### config.mk
export PLATFORM = sky130hd
export DESIGN_NAME = mdsr_regbank
export DESIGN_NICKNAME = d
export VERILOG_FILES = /design/src/shared/mdsr_pkg.sv /design/src/logic/mdsr_regbank.sv
export SDC_FILE = /design/constraint.sdc
export NUM_CORES = 1
export LEC_CHECK = 0
export BUFFER_PORTS_ARGS = -buffer_cell sky130_fd_sc_hd__buf_2
export CAP_MARGIN = 20
export CORE_ASPECT_RATIO = 1.2
export CORE_MARGIN = 1
export CORE_UTILIZATION = 55
export DETAILED_ROUTE_END_ITERATION = 10
export PLACE_DENSITY = 0.79
export SLEW_MARGIN = 0
export SYNTH_ARGS = -nofsm -noshare
export SYNTH_HDL_FRONTEND = slang
export SYNTH_SLANG_ARGS = --single-unit
### constraint.sdc
create_clock -name CLK_SYS -period 18.75 [get_ports CLK_SYS]
set_input_delay 0 -clock CLK_SYS [delete_from_list [all_inputs] [get_ports CLK_SYS]]
set_output_delay 0 -clock CLK_SYS [all_outputs]
set_load 0.01 [all_outputs]
### src/shared/mdsr_pkg.sv
// Purpose: Constants for the motor drive serial register bank.
// Assumes: 10 MHz system clock, 8N1 serial frames at 19200 baud.
// Notes: Command codes, field positions and timing counts live here.
package mdsr_pkg;

  localparam int unsigned CLK_HZ = 10000000;
  localparam int unsigned BAUD_RATE = 19200;
  // Rounded to nearest: 520.8 cycles per bit
  localparam int unsigned BAUD_CYCLES = (CLK_HZ + BAUD_RATE / 2) / BAUD_RATE;
  localparam int unsigned PULSE_TICK_NS = 1000;
  localparam int unsigned CLK_PERIOD_NS = 100;
  localparam int unsigned PULSE_TICK_CYCLES = PULSE_TICK_NS / CLK_PERIOD_NS;

  // Read command codes
  localparam logic [6:0] RD_SPEED_INPUT = 7'h11;
  localparam logic [6:0] RD_LOAD_CURRENT = 7'h12;
  localparam logic [6:0] RD_PULSE_PERIOD = 7'h14;
  localparam logic [6:0] RD_PULSE_WIDTH = 7'h15;
  localparam logic [6:0] RD_IXR_COMP = 7'h20;
  localparam logic [6:0] RD_CEILING = 7'h21;
  localparam logic [6:0] RD_SCALE_LOW = 7'h22;
  localparam logic [6:0] RD_SCALE_HIGH = 7'h23;
  localparam logic [6:0] RD_STATUS = 7'h30;
  localparam logic [6:0] RD_LOCK = 7'h31;
  localparam logic [6:0] RD_SAVE_ONE = 7'h32;
  // Write command codes
  localparam logic [6:0] WR_IXR_COMP = 7'h60;
  localparam logic [6:0] WR_CEILING = 7'h61;
  localparam logic [6:0] WR_SCALE_LOW = 7'h62;
  localparam logic [6:0] WR_SCALE_HIGH = 7'h63;
  localparam logic [6:0] WR_LOCK = 7'h71;
  localparam logic [6:0] WR_SAVE_ONE = 7'h72;

  // Frame layout
  localparam logic [7:0] ADDR_FLAG = 8'h80;
  localparam logic [6:0] DATA7_MASK = 7'h7F;
  localparam int unsigned REPLY_BYTES = 5;

  // Status bit positions
  localparam int unsigned ST_REVERSE = 10;
  localparam int unsigned ST_FORWARD = 9;
  localparam int unsigned ST_BRAKE_PIN = 8;
  localparam int unsigned ST_DRIVE_BRAKE = 4;
  localparam int unsigned ST_OVER_TEMP = 2;
  localparam int unsigned ST_OVER_VOLT = 1;
  localparam int unsigned ST_UNDER_VOLT = 0;

  // Lock mask bit positions
  localparam int unsigned LK_ACCEL = 3;
  localparam int unsigned LK_REGEN = 2;
  localparam int unsigned LK_CURRENT = 1;
  localparam int unsigned LK_SPEED = 0;

  // Save mask: defined bits only (1 and 10 are undefined)
  localparam logic [13:0] SAVE_ONE_DEFINED = 14'h3BFD;
  localparam int unsigned SV_ACCEL = 4;
  localparam int unsigned SV_REGEN = 3;
  localparam int unsigned SV_CURRENT = 2;
  localparam int unsigned SV_SPEED = 0;

  // Reset values
  localparam logic [3:0] LOCK_RESET = 4'h0;
  localparam logic [13:0] SAVE_ONE_RESET = 14'h0000;
  localparam logic [13:0] IXR_RESET = 14'h0000;
  localparam logic [11:0] CEILING_RESET = 12'hFFF;
  localparam logic [11:0] SCALE_LOW_RESET = 12'h000;
  localparam logic [11:0] SCALE_HIGH_RESET = 12'hFFF;

endpackage

### src/logic/mdsr_regbank.sv
// Purpose: Serial register bank of a brushed DC motor drive controller.
// Assumes: All inputs synchronous to CLK_SYS; host speaks 8N1 at 19200 baud.
// Notes: Read replies echo the frame layout; read requests during a reply are dropped, writes still land.
`timescale 1ns/1ps

// Notes on behaviour
// - Read code 0x11 returns the 12-bit speed input conversion.
// - Read code 0x12 returns the 12-bit present load current.
// - Period of the pulse/brake input is measured, 14 bits, read code 0x14.
// - Pulse width on the pulse/brake input is captured, 14 bits, code 0x15.
// - Compensation written 0x60, read 0x20; times current, added to output.
// - Ceiling written 0x61, read 0x21; caps the demand before the compensation is added.
// - Supply compensation from ceiling only while its enable bit is set.
// - A ceiling of zero or near zero may give zero output voltage.
// - Scale low/high written 0x62/0x63, read 0x22/0x23; map 0% and 100%.
// - Status read 0x30: reverse in bit 10, forward in bit 9.
// - Status bit 8 shows brake pin level, valid outside pulse input mode.
// - Status bit 4 is 0 in drive, 1 in braking.
// - Status bit 1 set while supply exceeds the high shutdown threshold.
// - Status bit 0 set while supply below turn-on threshold; bit 2 over-temperature.
// - Lock mask written 0x71, read 0x31; locked values ignore potentiometers.
// - Lock bits: 3 acceleration, 2 regenerative, 1 current, 0 speed.
// - With speed lock clear the speed input is the voltage demand.
// - The whole lock mask clears on every restart.
// - Save mask written 0x72, read 0x32; writing only marks values.
// - Values saved to flash reload at restart and act as locked.
// - Save mask bits 13..0 select configuration, address, thresholds, limits, speed.
// - Frame: address with top bit, command, two 7-bit data bytes, 7-bit sum.
// - Compensation enable is bit 8 of the second configuration register.
module mdsr_regbank
  import mdsr_pkg::*;
#(
  parameter int unsigned PULSE_TICK_DIV = PULSE_TICK_CYCLES
) (
  input wire logic CLK_SYS,
  input wire logic SYS_RST,
  input wire logic UART_RXD,
  output logic UART_TXD,
  input wire logic [6:0] UNIT_ADDR,
  input wire logic [11:0] SPEED_ADC,
  input wire logic [11:0] LOAD_CURRENT,
  input wire logic [11:0] SERIAL_SPEED,
  input wire logic [11:0] SUPPLY_VOLTAGE,
  input wire logic [11:0] TURN_ON_MIN,
  input wire logic [11:0] TURN_OFF_MAX,
  input wire logic PWM_BRAKE_IN,
  input wire logic PWM_INPUT_MODE,
  input wire logic REVERSE_ACTIVE,
  input wire logic FORWARD_ACTIVE,
  input wire logic BRAKING,
  input wire logic OVER_TEMPERATURE,
  input wire logic [15:0] CONFIG_TWO,
  input wire logic [13:0] FLASH_SAVED_MASK,
  output logic [11:0] OUTPUT_VOLTAGE,
  output logic [3:0] EFFECTIVE_LOCK,
  output logic [13:0] SAVE_SELECT,
  output logic [11:0] SCALE_LOW,
  output logic [11:0] SCALE_HIGH
);

  // The tick divider counter is 16 bits wide
  if (PULSE_TICK_DIV < 1 || PULSE_TICK_DIV > 65535) begin : g_tick_div_check
    $error("PULSE_TICK_DIV out of range");
  end

  typedef enum {MDSR_RX_IDLE, MDSR_RX_START, MDSR_RX_DATA, MDSR_RX_STOP} mdsr_rx_t;
  typedef enum {MDSR_P_ADDR, MDSR_P_CMD, MDSR_P_HI, MDSR_P_LO, MDSR_P_SUM} mdsr_parse_t;
  typedef enum {MDSR_TX_IDLE, MDSR_TX_START, MDSR_TX_DATA, MDSR_TX_STOP} mdsr_tx_t;

  //////////////////////////////////////////////////////////////////////////////
  // Serial receiver

  mdsr_rx_t rx_state_q;
  logic [9:0] rx_cnt_q;
  logic [2:0] rx_bit_q;
  logic [7:0] rx_shift_q;
  logic rx_valid_q;
  logic [7:0] rx_byte_q;

  always_ff @(posedge CLK_SYS) begin
    if (SYS_RST) begin
      rx_state_q <= MDSR_RX_IDLE;
      rx_cnt_q <= 10'h000;
      rx_bit_q <= 3'h0;
      rx_shift_q <= 8'h00;
      rx_valid_q <= 1'b0;
      rx_byte_q <= 8'h00;
    end else begin
      rx_valid_q <= 1'b0;
      unique case (rx_state_q)
        MDSR_RX_IDLE: begin
          rx_cnt_q <= 10'h000;
          if (!UART_RXD) begin
            rx_state_q <= MDSR_RX_START;
          end
        end
        MDSR_RX_START: begin
          // Check the start bit at its middle to reject glitches
          if (rx_cnt_q == 10'(BAUD_CYCLES / 2)) begin
            rx_cnt_q <= 10'h000;
            rx_bit_q <= 3'h0;
            rx_state_q <= UART_RXD ? MDSR_RX_IDLE : MDSR_RX_DATA;
          end else begin
            rx_cnt_q <= rx_cnt_q + 10'h001;
          end
        end
        MDSR_RX_DATA: begin
          if (rx_cnt_q == 10'(BAUD_CYCLES - 1)) begin
            rx_cnt_q <= 10'h000;
            rx_shift_q <= {UART_RXD, rx_shift_q[7:1]};
            rx_bit_q <= rx_bit_q + 3'h1;
            if (rx_bit_q == 3'h7) begin
              rx_state_q <= MDSR_RX_STOP;
            end
          end else begin
            rx_cnt_q <= rx_cnt_q + 10'h001;
          end
        end
        MDSR_RX_STOP: begin
          if (rx_cnt_q == 10'(BAUD_CYCLES - 1)) begin
            rx_state_q <= MDSR_RX_IDLE;
            // A missing stop bit drops the byte
            if (UART_RXD) begin
              rx_valid_q <= 1'b1;
              rx_byte_q <= rx_shift_q;
            end
          end else begin
            rx_cnt_q <= rx_cnt_q + 10'h001;
          end
        end
      endcase
    end
  end

  //////////////////////////////////////////////////////////////////////////////
  // Frame parser

  mdsr_parse_t parse_q;
  logic [6:0] cmd_q;
  logic [6:0] data_hi_q;
  logic [6:0] data_lo_q;
  logic frame_ok_q;
  logic [6:0] sum_calc;

  assign sum_calc = 7'(cmd_q + data_hi_q + data_lo_q) & DATA7_MASK;

  always_ff @(posedge CLK_SYS) begin
    if (SYS_RST) begin
      parse_q <= MDSR_P_ADDR;
      cmd_q <= 7'h00;
      data_hi_q <= 7'h00;
      data_lo_q <= 7'h00;
      frame_ok_q <= 1'b0;
    end else begin
      frame_ok_q <= 1'b0;
      if (rx_valid_q) begin
        if (rx_byte_q[7]) begin
          // A flagged byte always restarts framing
          parse_q <= (rx_byte_q[6:0] == UNIT_ADDR) ? MDSR_P_CMD : MDSR_P_ADDR;
        end else begin
          unique case (parse_q)
            MDSR_P_ADDR: parse_q <= MDSR_P_ADDR;
            MDSR_P_CMD: begin
              cmd_q <= rx_byte_q[6:0];
              parse_q <= MDSR_P_HI;
            end
            MDSR_P_HI: begin
              data_hi_q <= rx_byte_q[6:0];
              parse_q <= MDSR_P_LO;
            end
            MDSR_P_LO: begin
              data_lo_q <= rx_byte_q[6:0];
              parse_q <= MDSR_P_SUM;
            end
            MDSR_P_SUM: begin
              frame_ok_q <= (rx_byte_q[6:0] == sum_calc);
              parse_q <= MDSR_P_ADDR;
            end
          endcase
        end
      end
    end
  end

  logic [13:0] wr_value;
  assign wr_value = {data_hi_q, data_lo_q};

  //////////////////////////////////////////////////////////////////////////////
  // Writable registers

  logic [13:0] ixr_q;
  logic [11:0] ceiling_q;
  logic [11:0] scale_low_q;
  logic [11:0] scale_high_q;
  logic [3:0] lock_q;
  logic [13:0] save_one_q;

  always_ff @(posedge CLK_SYS) begin
    if (SYS_RST) begin
      ixr_q <= IXR_RESET;
      ceiling_q <= CEILING_RESET;
      scale_low_q <= SCALE_LOW_RESET;
      scale_high_q <= SCALE_HIGH_RESET;
      lock_q <= LOCK_RESET;
      save_one_q <= SAVE_ONE_RESET;
    end else if (frame_ok_q) begin
      unique case (cmd_q)
        WR_IXR_COMP: ixr_q <= wr_value;
        WR_CEILING: ceiling_q <= wr_value[11:0];
        WR_SCALE_LOW: scale_low_q <= wr_value[11:0];
        WR_SCALE_HIGH: scale_high_q <= wr_value[11:0];
        WR_LOCK: lock_q <= wr_value[3:0];
        // Marking only; the flash write is triggered elsewhere
        WR_SAVE_ONE: save_one_q <= wr_value & SAVE_ONE_DEFINED;
        default: ;
      endcase
    end
  end

  //////////////////////////////////////////////////////////////////////////////
  // Pulse measurement on the pulse/brake input

  logic [15:0] tick_cnt_q;
  logic tick_q;
  logic pin_prev_q;
  logic [13:0] since_rise_q;
  logic [13:0] high_cnt_q;
  logic [13:0] period_q;
  logic [13:0] width_q;

  always_ff @(posedge CLK_SYS) begin
    if (SYS_RST) begin
      tick_cnt_q <= 16'h0000;
      tick_q <= 1'b0;
    end else begin
      tick_q <= (tick_cnt_q == 16'(PULSE_TICK_DIV - 1));
      tick_cnt_q <= (tick_cnt_q == 16'(PULSE_TICK_DIV - 1)) ? 16'h0000 : tick_cnt_q + 16'h0001;
    end
  end

  always_ff @(posedge CLK_SYS) begin
    if (SYS_RST) begin
      // Follow the pin so that a high idle level gives no false edge at release
      pin_prev_q <= PWM_BRAKE_IN;
      since_rise_q <= 14'h0000;
      high_cnt_q <= 14'h0000;
      period_q <= 14'h0000;
      width_q <= 14'h0000;
    end else begin
      pin_prev_q <= PWM_BRAKE_IN;
      if (PWM_BRAKE_IN && !pin_prev_q) begin
        period_q <= since_rise_q;
        since_rise_q <= 14'h0000;
        high_cnt_q <= 14'h0000;
      end else begin
        // Counts saturate so the first edge after a stall captures full scale
        if (tick_q && since_rise_q != 14'h3FFF) begin
          since_rise_q <= since_rise_q + 14'h0001;
        end
        if (tick_q && PWM_BRAKE_IN && high_cnt_q != 14'h3FFF) begin
          high_cnt_q <= high_cnt_q + 14'h0001;
        end
      end
      if (!PWM_BRAKE_IN && pin_prev_q) begin
        width_q <= high_cnt_q;
      end
    end
  end

  //////////////////////////////////////////////////////////////////////////////
  // Status and effective lock

  logic [10:0] status;
  logic [3:0] lock_eff;

  always_comb begin
    status = 11'h000;
    status[ST_REVERSE] = REVERSE_ACTIVE;
    status[ST_FORWARD] = FORWARD_ACTIVE;
    // Pin level is meaningless while the pin carries pulses
    status[ST_BRAKE_PIN] = PWM_BRAKE_IN & ~PWM_INPUT_MODE;
    status[ST_DRIVE_BRAKE] = BRAKING;
    status[ST_OVER_TEMP] = OVER_TEMPERATURE;
    status[ST_OVER_VOLT] = SUPPLY_VOLTAGE > TURN_OFF_MAX;
    status[ST_UNDER_VOLT] = SUPPLY_VOLTAGE < TURN_ON_MIN;
  end

  always_comb begin
    lock_eff = lock_q;
    lock_eff[LK_ACCEL] = lock_q[LK_ACCEL] | FLASH_SAVED_MASK[SV_ACCEL];
    lock_eff[LK_REGEN] = lock_q[LK_REGEN] | FLASH_SAVED_MASK[SV_REGEN];
    lock_eff[LK_CURRENT] = lock_q[LK_CURRENT] | FLASH_SAVED_MASK[SV_CURRENT];
    lock_eff[LK_SPEED] = lock_q[LK_SPEED] | FLASH_SAVED_MASK[SV_SPEED];
  end

  //////////////////////////////////////////////////////////////////////////////
  // Output voltage demand

  logic [11:0] demand;
  logic [11:0] capped;
  logic [23:0] ref_prod;
  logic [25:0] ixr_prod;
  logic [12:0] boosted;

  always_comb begin
    // Locked speed frees the input for sensor use
    demand = lock_eff[LK_SPEED] ? SERIAL_SPEED : SPEED_ADC;
    ref_prod = demand * ceiling_q;
    if (CONFIG_TWO[8]) begin
      // Ceiling acts as full-scale reference for the demand
      capped = ref_prod[23:12];
    end else begin
      capped = (demand > ceiling_q) ? ceiling_q : demand;
    end
    ixr_prod = ixr_q * LOAD_CURRENT;
    boosted = {1'b0, capped} + {1'b0, ixr_prod[23:12]};
  end

  always_ff @(posedge CLK_SYS) begin
    if (SYS_RST) begin
      OUTPUT_VOLTAGE <= 12'h000;
      EFFECTIVE_LOCK <= LOCK_RESET;
      SAVE_SELECT <= SAVE_ONE_RESET;
      SCALE_LOW <= SCALE_LOW_RESET;
      SCALE_HIGH <= SCALE_HIGH_RESET;
    end else begin
      // Product bits above the 12-bit window saturate as well
      OUTPUT_VOLTAGE <= (boosted[12] || |ixr_prod[25:24]) ? 12'hFFF : boosted[11:0];
      EFFECTIVE_LOCK <= lock_eff;
      SAVE_SELECT <= save_one_q;
      // Scaling endpoints go to the speed mapper, used after a restart
      SCALE_LOW <= scale_low_q;
      SCALE_HIGH <= scale_high_q;
    end
  end

  //////////////////////////////////////////////////////////////////////////////
  // Read mux and reply transmitter

  logic [13:0] rd_value;
  logic rd_hit;

  always_comb begin
    rd_hit = 1'b1;
    rd_value = 14'h0000;
    unique case (cmd_q)
      RD_SPEED_INPUT: rd_value = {2'b00, SPEED_ADC};
      RD_LOAD_CURRENT: rd_value = {2'b00, LOAD_CURRENT};
      RD_PULSE_PERIOD: rd_value = period_q;
      RD_PULSE_WIDTH: rd_value = width_q;
      RD_IXR_COMP: rd_value = ixr_q;
      RD_CEILING: rd_value = {2'b00, ceiling_q};
      RD_SCALE_LOW: rd_value = {2'b00, scale_low_q};
      RD_SCALE_HIGH: rd_value = {2'b00, scale_high_q};
      RD_STATUS: rd_value = {3'b000, status};
      RD_LOCK: rd_value = {10'h000, lock_q};
      RD_SAVE_ONE: rd_value = save_one_q;
      default: rd_hit = 1'b0;
    endcase
  end

  mdsr_tx_t tx_state_q;
  logic [7:0] tx_buf_q [REPLY_BYTES];
  logic [2:0] tx_idx_q;
  logic [9:0] tx_cnt_q;
  logic [2:0] tx_bit_q;

  always_ff @(posedge CLK_SYS) begin
    if (SYS_RST) begin
      tx_state_q <= MDSR_TX_IDLE;
      tx_idx_q <= 3'h0;
      tx_cnt_q <= 10'h000;
      tx_bit_q <= 3'h0;
      UART_TXD <= 1'b1;
      for (int i = 0; i < REPLY_BYTES; i++) begin
        tx_buf_q[i] <= 8'h00;
      end
    end else begin
      unique case (tx_state_q)
        MDSR_TX_IDLE: begin
          UART_TXD <= 1'b1;
          // Replies use the command frame layout, valid sum included
          if (frame_ok_q && rd_hit) begin
            tx_buf_q[0] <= ADDR_FLAG | {1'b0, UNIT_ADDR};
            tx_buf_q[1] <= {1'b0, cmd_q};
            tx_buf_q[2] <= {1'b0, rd_value[13:7]};
            tx_buf_q[3] <= {1'b0, rd_value[6:0]};
            tx_buf_q[4] <= {1'b0, 7'(cmd_q + rd_value[13:7] + rd_value[6:0]) & DATA7_MASK};
            tx_idx_q <= 3'h0;
            tx_cnt_q <= 10'h000;
            tx_state_q <= MDSR_TX_START;
          end
        end
        MDSR_TX_START: begin
          UART_TXD <= 1'b0;
          if (tx_cnt_q == 10'(BAUD_CYCLES - 1)) begin
            tx_cnt_q <= 10'h000;
            tx_bit_q <= 3'h0;
            tx_state_q <= MDSR_TX_DATA;
          end else begin
            tx_cnt_q <= tx_cnt_q + 10'h001;
          end
        end
        MDSR_TX_DATA: begin
          UART_TXD <= tx_buf_q[tx_idx_q][tx_bit_q];
          if (tx_cnt_q == 10'(BAUD_CYCLES - 1)) begin
            tx_cnt_q <= 10'h000;
            tx_bit_q <= tx_bit_q + 3'h1;
            if (tx_bit_q == 3'h7) begin
              tx_state_q <= MDSR_TX_STOP;
            end
          end else begin
            tx_cnt_q <= tx_cnt_q + 10'h001;
          end
        end
        MDSR_TX_STOP: begin
          UART_TXD <= 1'b1;
          if (tx_cnt_q == 10'(BAUD_CYCLES - 1)) begin
            tx_cnt_q <= 10'h000;
            if (tx_idx_q == 3'(REPLY_BYTES - 1)) begin
              tx_state_q <= MDSR_TX_IDLE;
            end else begin
              tx_idx_q <= tx_idx_q + 3'h1;
              tx_state_q <= MDSR_TX_START;
            end
          end else begin
            tx_cnt_q <= tx_cnt_q + 10'h001;
          end
        end
      endcase
    end
  end

endmodule

# [Word-level counts from Yosys, hierarchy flattened]
# Memories as Yosys holds them, arrays and structs flattened. A register that Yosys moved wholly into a read port is not among the register bits.
# Index checks and enable logic that the tools add are counted.
[op_classes] n_lt_le_gt_ge=4 eq_ne=50 multipliers=2 add_sub_neg=13 bitwise=16 muxes=57 n_reduce_logical=40
[ops] operator="32-bit case mux with 4 select lines" count=3
[ops] operator="32-bit two-way mux" count=11
[ops] operator="32-bit by 2-bit equality test with 1-bit output (second input constant)" count=6
[ops] operator="14-bit case mux with 11 select lines" count=1
[ops] operator="32-bit by 1-bit equality test with 1-bit output (second input constant)" count=3
[ops] operator="32-bit logical NOT" count=3
[ops] operator="10-bit two-way mux" count=5
[ops] operator="7-bit by 6-bit equality test with 1-bit output (second input constant)" count=7
[ops] operator="12-bit two-way mux" count=4
[ops] operator="7-bit equality test (second input constant)" count=6
[ops] operator="8-bit two-way mux" count=5
[ops] operator="10-bit case mux with 4 select lines" count=1
[ops] operator="32-bit by 3-bit equality test with 1-bit output (second input constant)" count=1
[ops] operator="14-bit by 1-bit adder with 14-bit output (second input constant)" count=2
[ops] operator="7-bit adder" count=4
[ops] operator="7-bit by 5-bit equality test with 1-bit output (second input constant)" count=4
[ops] operator="14-bit != test (second input constant)" count=2
[ops] operator="3-bit two-way mux" count=9
[ops] operator="14-bit by 12-bit multiplier with 26-bit output" count=1
[ops] operator="12-bit > comparator" count=2
[ops] operator="12-bit by 12-bit multiplier with 24-bit output" count=1
[ops] operator="2-bit != test (second input constant)" count=12
[ops] operator="10-bit by 1-bit adder with 10-bit output (second input constant)" count=2
[ops] operator="10-bit equality test (second input constant)" count=2
[ops] operator="30 further kinds" count=85
[totals] register_bits=357 memories=1 ram_bits=40 output_inout_bits=55
[mem_list] name="tx_buf_q" depth=5 width=8 rd=1 rd_ports_with_merged_regs=1 write_ports=5 line_no="mdsr_regbank.sv:363" rtl="logic [7:0] tx_buf_q [REPLY_BYTES];"

# [Depth between registers and ports, before layout]
# Gate-level depths: netlist of the first run.
[logic_depth] ltp_word=9 mapped_depth=36

# [Worst setup path before layout of the first run]
# No wires, ideal clock.
[synth_timing] path_type="reg2reg" startpoint="reg lock_q[0]" endpoint="reg OUTPUT_VOLTAGE[10]" stages_incl_launch_ff=36 arrival_ns=7.766 setup_ns=0.132 slack_ns=10.852 path_cell_list="dfxtp_1 -> nor2_1 -> clkbuf_1 -> mux2_2 -> clkbuf_1 -> ha_1 -> inv_1 -> fa_1 -> fa_1 -> inv_1 -> ha_1 -> fa_1 -> inv_1 -> fa_1 -> inv_1 -> ha_1 -> a21o_1 -> a21o_1 -> a21oi_1 -> o31ai_1 -> a21oi_1 -> o21bai_1 -> a21oi_1 -> xor2_1 -> mux2i_1 -> ha_1 -> nor2b_1 -> o31a_1 -> o21ai_0 -> nand2b_1 -> a21o_1 -> a21oi_1 -> o21bai_1 -> a2111oi_4 -> buf_6 -> a21oi_1"
[synth_between] elab_chain_len=8 word_cells_on_any_way=9
[synth_lines] item="start, declared" line_no="mdsr_regbank.sv:195" rtl="logic [3:0] lock_q;"
[synth_lines] item="start signal, assigned" line_no="mdsr_regbank.sv:212" rtl="WR_LOCK: lock_q <= wr_value[3:0];"
[synth_lines] item="1-bit OR (*)" line_no="mdsr_regbank.sv:293" rtl="lock_eff[LK_SPEED] = lock_q[LK_SPEED] | FLASH_SAVED_MASK[SV_SPEED];"
[synth_lines] item="12-bit two-way mux (*)" line_no="mdsr_regbank.sv:307" rtl="demand = lock_eff[LK_SPEED] ? SERIAL_SPEED : SPEED_ADC;"
[synth_lines] item="parallel branches: the longest is 2 deep, another holds 12-bit by 12-bit multiplier with 24-bit output"
[synth_lines] item="12-bit two-way mux (*)" line_no="mdsr_regbank.sv:309" rtl="if (CONFIG_TWO[8]) begin"
[synth_lines] item="12-bit by 12-bit adder with 13-bit output (*)" line_no="mdsr_regbank.sv:316" rtl="boosted = {1'b0, capped} + {1'b0, ixr_prod[23:12]};"
[synth_lines] item="1-bit logical OR" line_no="mdsr_regbank.sv:328" rtl="OUTPUT_VOLTAGE <= (boosted[12] || |ixr_prod[25:24]) ? 12'hFFF : boosted[11:0];"
[synth_lines] item="12-bit two-way mux (*)" line_no="mdsr_regbank.sv:328"
[synth_lines] item="end signal, assigned" line_no="mdsr_regbank.sv:328"
[synth_lines] item="end, declared" line_no="mdsr_regbank.sv:54" rtl="output logic [11:0] OUTPUT_VOLTAGE,"
# Every way passes the cells marked *.
# A chain may end at the register's enable or synchronous reset.

# [Worst setup path in the final report of the first run]
[layout_timing] startpoint="reg lock_q[0]" endpoint="reg OUTPUT_VOLTAGE[7]"
# The elaborated chain is that of the path after synthesis.

==> run metrics, run 1 <==
status=finished, final reports clean; crit path max fanout=14; predominant post-synthesis flop cell=dfxtp_1; commonest non-fill, non-tap cells in the layout=385 x nand2_1, 331 x inv_1, 271 x dfxtp_1; flops & latches, synth=approximately 300; CP arrival=9.35 ns; commonest non-fill, non-tap cell in the layout=nand2_1; Antenna Cells=0; Crit-path slowest cell=a2111oi_4; logic gate share of total power=~55%; HP Class=input pin to flop; critical path's top delay family=adder cells; register area share after synthesis=a little over a quarter; Global Route Usage Sum=28.6%; drt pass-1 iters=6; IO buf count=around 150; max incr delay on CP=0.68 ns; area of placed instances=approximately 25,000 sq um; Switching Share=between 40% and 50%; Final Instance Area=about 27,000 sq um; Leak=12.6 nW; RSZ-0062 raised after global routing=no; cts bufs inserted=31; share of cells above drive strength 1=under 10%; DR WL/cell=18.7 um; clock latency at the later pin of the worst-skew pair=approximately 0.59 ns; Clock Sinks=just over 300; vias per cell=5.74; Synth cell types=74; Worst-path clk slew=~0.070 ns; DIE HEIGHT=~230 um; Root Driver=clkbuf_16; Starting DRT DRC Count=about 1,700; clk buf depth=3; Yosys Warn Count=0; Mapped Area=~24,000 sq um; Seq pwr share=between 20% and 30%; worst path bufs/invs=5; die area=approximately 45,000 sq um; Syn Inst Count=about 2,700; first-pass GRT wire length=103,000 um; Area Growth Syn to Fin=9.02%; Net Sw Power=between 1 and 1.5 mW; vias in the first global route=about 20,000; Final HPWL DP=48,400 um; Max VDD drop=~260 uV; Clock Power Share=21.4%; setup_tns=0 ns; Final Wtd Congestion=0.965; TritonCTS clock tree=yes; core area=between 40,000 and 50,000 sq um; total of max-cap violations=0; H-tree Lvls=1; Slew @ Worst Pin=between 0.9 and 1 ns; Hold Vio Cnt, Final=0; Starting Density=55.6%; FMAX=between 100 and 150 MHz; critical path required time=19.18 ns; antenna violations before repair=0; Crit. End Element=flop; largest net degree at the start of global routing=84; final-report setup violation count=0; Setup CP Type=flop to flop; final worst path period need=roughly 8.9 ns; grt ovf=0; ys async rst share=0%; Total Power=slightly below 3 mW; placed cells=3,303; internal power consumption=~1.7 mW; io pins=between 150 and 200; PD cells=~110 nW/um^2; EDFF count, synth=36; Cell Rows=between 80 and 90; Final #Nets=about 3,400; drt drc=0; Critical Path Source Type=flop; Mean Syn Cell Area=approximately 9 sq um; Worst Clk Skew=between 0.02 and 0.03 ns; detailed-route wire length=roughly 63,000 um; fin crit share=~48%; via count=19,400; Slew Limit Fails=0; non-filler cells, final=about 3,400; Slew HR=around a third; width of the die=slightly below 200 um; DRT antenna net count=0; CP most frequent cell=fa_1
==> tightest hold or removal path: stages <==
cell     delay (ns)
buf_2          0.10
ha_1           0.12
or3_1          0.14
a31oi_1        0.09
==> through the flow <==
stage          util, %  hold slack, ns  worst slack (ns)
2_1_floorplan        -          0.0277             10.85
3_3_place_gp      57.9           0.205             10.12
3_5_place_dp      57.9           0.234              9.90
4_1_cts           60.6          0.0467              9.86
5_1_grt           60.7          0.0869              9.29
6_report          60.7          0.0655              9.83
==> registers in the layout, summed over array words and instances (netlist names), 14 cells and up, named ones only <==
register      flops
tx_buf_q         36
tick_cnt_q       16
high_cnt_q       14
ixr_q            14
period_q         14
since_rise_q     14
width_q          14
==> synth_stat cells (6+ instances only) <==
master / n / area share [%]
a21o_1: 36 / 1.1
o21bai_1: 10 / 0.31
mux2i_1: 94 / 3.9
ha_1: 205 / 11
xor2_1: 64 / 2.3
or2_2: 16 / 0.41
nand3b_1: 18 / 0.55
and2_1: 121 / 3.1
o21a_1: 8 / 0.25
o31ai_1: 6 / 0.18
nand2_1: 385 / 5.9
a22oi_1: 13 / 0.40
nor2b_1: 37 / 0.95
a211o_1: 12 / 0.43
nor3_1: 17 / 0.35
a222oi_1: 9 / 0.37
nand3_1: 39 / 0.80
mux2_2: 14 / 0.65
a221oi_1: 12 / 0.43
mux4_2: 9 / 0.83
fa_1: 233 / 19
xnor2_1: 54 / 1.9
nand4_1: 28 / 0.72
buf_2: 6 / 0.12
clkbuf_1: 119 / 1.8
o21ai_0: 45 / 0.92
nor4_1: 7 / 0.18
edfxtp_1: 36 / 4.4
dfxtp_1: 271 / 22
nand2b_1: 16 / 0.41
nor2_1: 226 / 3.5
and3_1: 13 / 0.33
inv_1: 331 / 5.1
a21oi_1: 125 / 2.6
or3_1: 10 / 0.26
==> metal layers <==
| metal | up-vias | share of wire (%) | GRT usage, % | routed length, um |
|---|---|---|---|---|
| met2 | 781 | 49 | 49.5 | 30700 |
| met3 | 182 | 6.5 | 3.07 | 4130 |
| met4 | 0 | 5.6 | 16.2 | 3520 |
| li1 | 8944 | - | - | - |
| met1 | 9470 | 39 | 34.9 | 24700 |
| met5 | - | 0 | 0 | 0 |
==> kinds of logic after synthesis <==
logic type	count (synthesis)	synth area share, %
XOR/XNOR	118	4.24
flip-flops	307	26.7
buffers and inverters	464	7.24
multiplexers	117	5.34
AND/OR/NAND/NOR	957	18.4
other	1	0.0154
adder cells (fa/ha/maj)	438	29.6
AO/OA/AOI/OAI	316	8.46
==> layout make-up <==
type	count	area, sq um
fillers	3620	17200
multi-input cells	1950	16100
flip-flops and latches	307	6510
inverters	331	1240
repair buffers	173	982
clock buffers	41	853
well taps	559	699
clock inverters	14	165
==> worst paths after layout <==
path / depth (start not counted) / to / startpoint / slack (ns)
setup / recovery: 31 / OUTPUT_VOLTAGE[7] / lock_q[0] / 9.83
hold / removal: 4 / tx_buf_q[3][0] / SUPPLY_VOLTAGE[11] / 0.07
setup reg to reg: 31 / OUTPUT_VOLTAGE[7] / lock_q[0] / 9.83
hold reg to reg: 2 / period_q[9] / period_q[9] / 0.46
==> repair_timing <==
| item | 4_1_cts | 5_1_grt |
|---|---|---|
| endpoints found under the hold margin | 76 | 0 |
| hold buffers | 16 | 0 |
| gates resized for setup | 0 | 0 |
| setup buffers | 0 | 0 |
==> power groups by stage <==
stage	logic, mW	clock network, mW	registers (mW)
3_5_place_dp	1.58	0	0.711
3_3_place_gp	1.53	0	0.710
2_1_floorplan	1.22	0	0.712
5_1_grt	1.84	0.660	0.698
6_report	1.60	0.626	0.696
4_1_cts	1.60	0.632	0.697
Power figures use the tool's default switching activity.
==> run 2, diff against run 1 <==
==> constraint.sdc (replaced) <==
create_clock -name CLK_SYS -period 9.34 [get_ports CLK_SYS]
set_input_delay 0 -clock CLK_SYS [delete_from_list [all_inputs] [get_ports CLK_SYS]]
set_output_delay 0 -clock CLK_SYS [all_outputs]
set_load 0.01 [all_outputs]
==> run 2 against run 1 <==
Die area unchanged. Via count increased by 0.22%. Worst hold slack lost 0.031 ns. Sequential share of layout area is 0.084 points lower. Combinational power is 99% higher. Register-to-register slack got worse by 9.2 ns. Clock power increased by 110%. Critical path depth is the same. Setup slack got worse by 9.2 ns.
==> run metrics, run 2 (synthesis results as in run 1) <==
status=finished, final reports clean; share of cells above drive strength 1=9.54%; worst hold slack=between 0.03 and 0.04 ns; commonest non-fill, non-tap cell in the layout=nand2_1; Reg with most FFs=tx_buf_q; DP Worst Slack=0.515 ns; Slew Limit Fails=0; die area=approximately 45,000 sq um; core area=43,800 sq um; total of max-cap violations=0; H-tree Lvls=1; Root Driver=clkbuf_16; Crit-path slowest cell=a2111oi_4; Final Wtd Congestion=between 0.9 and 1; cts bufs inserted=31; IO buf count=145; clock latency at the later pin of the worst-skew pair=a little over 0.6 ns; DRT antenna net count=0; commonest non-fill, non-tap cells in the layout=385 x nand2_1, 331 x inv_1, 271 x dfxtp_1; FMAX=about 110 MHz; Worst-path clk slew=approximately 0.070 ns; setup_tns=0 ns; max incr delay on CP=about 0.70 ns; Leak=roughly 13 nW; detailed-route wire length=approximately 64,000 um; via count=a little under 20,000; PD cells=between 200 and 250 nW/um^2; CP most frequent cell=fa_1; Largest register FFs=36; Cells on Worst Hold Path=4; post-route setup slack=a little under 0.6 ns; Hold Vio Cnt, Final=0; Final #Nets=between 3,000 and 4,000; Max VDD drop=401 uV; RSZ-0062 raised after global routing=no; DIE HEIGHT=233 um; wl on met1=between 20,000 and 25,000 um; Starting Density=between 50% and 60%; largest net degree at the start of global routing=between 100 and 150; Critical Path Source Type=flop; R2R depth=31; postcts setup bufs=0; Worst Clk Skew=0.0157 ns; DR WL met2=31,300 um; CP arrival=9.20 ns; Slew HR=roughly 26%; Setup CP Type=flop to flop; final worst path period need=around 9 ns; first-pass GRT wire length=~100,000 um; Highest Signal Layer=met4; placed cells=approximately 3,300; Antenna Cells=0; io pins=173; clk buf depth=3; DR WL/cell=18.8 um; Starting DRT DRC Count=between 1,500 and 2,000; width of the die=about 190 um; vias per cell=between 5 and 6; Total Power=between 5 and 6 mW; antenna violations before repair=0; met3 routed WL=4360 um; grt ovf=0; final-report setup violation count=0; HP Class=input pin to flop; fin crit share=roughly 94%; drt drc=0; vias in the first global route=19,900; Final HPWL DP=48,700 um; critical path required time=about 9.8 ns; drt pass-1 iters=8; TritonCTS clock tree=yes; non-filler cells, final=roughly 3,400; Crit. End Element=flop; filler cell count=3,606; Cell Rows=84; Area Growth Syn to Fin=9.40%; Slew @ Worst Pin=1.11 ns; Global Route Usage Sum=28.6%; Clock Sinks=approximately 310; crit path max fanout=14; Largest regs=tx_buf_q: 36 flops, tick_cnt_q: 16 flops
run 2: path summary, 6_finish.rpt:
path                  start                 to  slack [ns]
max reg2reg       lock_q[0]  OUTPUT_VOLTAGE[0]        0.59
min reg2reg     width_q[11]        width_q[11]        0.46
max               lock_q[0]  OUTPUT_VOLTAGE[0]        0.59
min          REVERSE_ACTIVE     tx_buf_q[2][3]        0.03
run 2: repair_timing:
item,in CTS,in global routing
hold buffers,17,0
endpoints found under the hold margin,112,0
endpoints found under the setup margin,0,2
gates resized for setup,0,1
run 2: per-stage QoR:
| stage | utilization [%] | instance area [sq um] |
|---|---|---|
| after global routing | 60.9 | 26700 |
| final | 60.9 | 26700 |
| after detailed placement | 58.0 | 25400 |
| after CTS | 60.8 | 26700 |
| after global placement | 58.0 | 25400 |
| after floorplan | - | 24400 |
run 2: worst max-delay path, delay by kind of cell, from the launching register on:
family | cells | cell delay (ns)
adders and majority gates | 7 | 3.40
xor gates and xnor gates | 1 | 0.17
muxes | 1 | 0.46
DFF | 1 | 0.33
AOI/OAI and AO/OA | 14 | 2.92
buffers and inverters | 4 | 0.42
and+or+nand+nor | 4 | 0.91
run 2: cell type report:
class                      count  area [sq um]  share of cell area (%)
timing repair buffer         175          1000                    3.75
multi-input combinational   1950         16100                    60.5
inverter                     331          1240                    4.66
clock buffer                  47           978                    3.67
clock inverter                11           109                   0.408
sequential                   307          6510                    24.4
tap                          559           699                    2.62
run 2: metal layers:
metal	up-vias	track usage, %
li1	8953	-
met1	9459	34.4
met2	801	50.3
met3	206	3.12
met4	0	15.5
met5	-	0
run 2: power by group:
| part | leakage [nW] | internal [mW] | switching (mW) |
|---|---|---|---|
| logic | 9.56 | 1.39 | 1.79 |
| registers | 2.56 | 1.38 | 0.0206 |
| clock network | 0.544 | 0.753 | 0.550 |
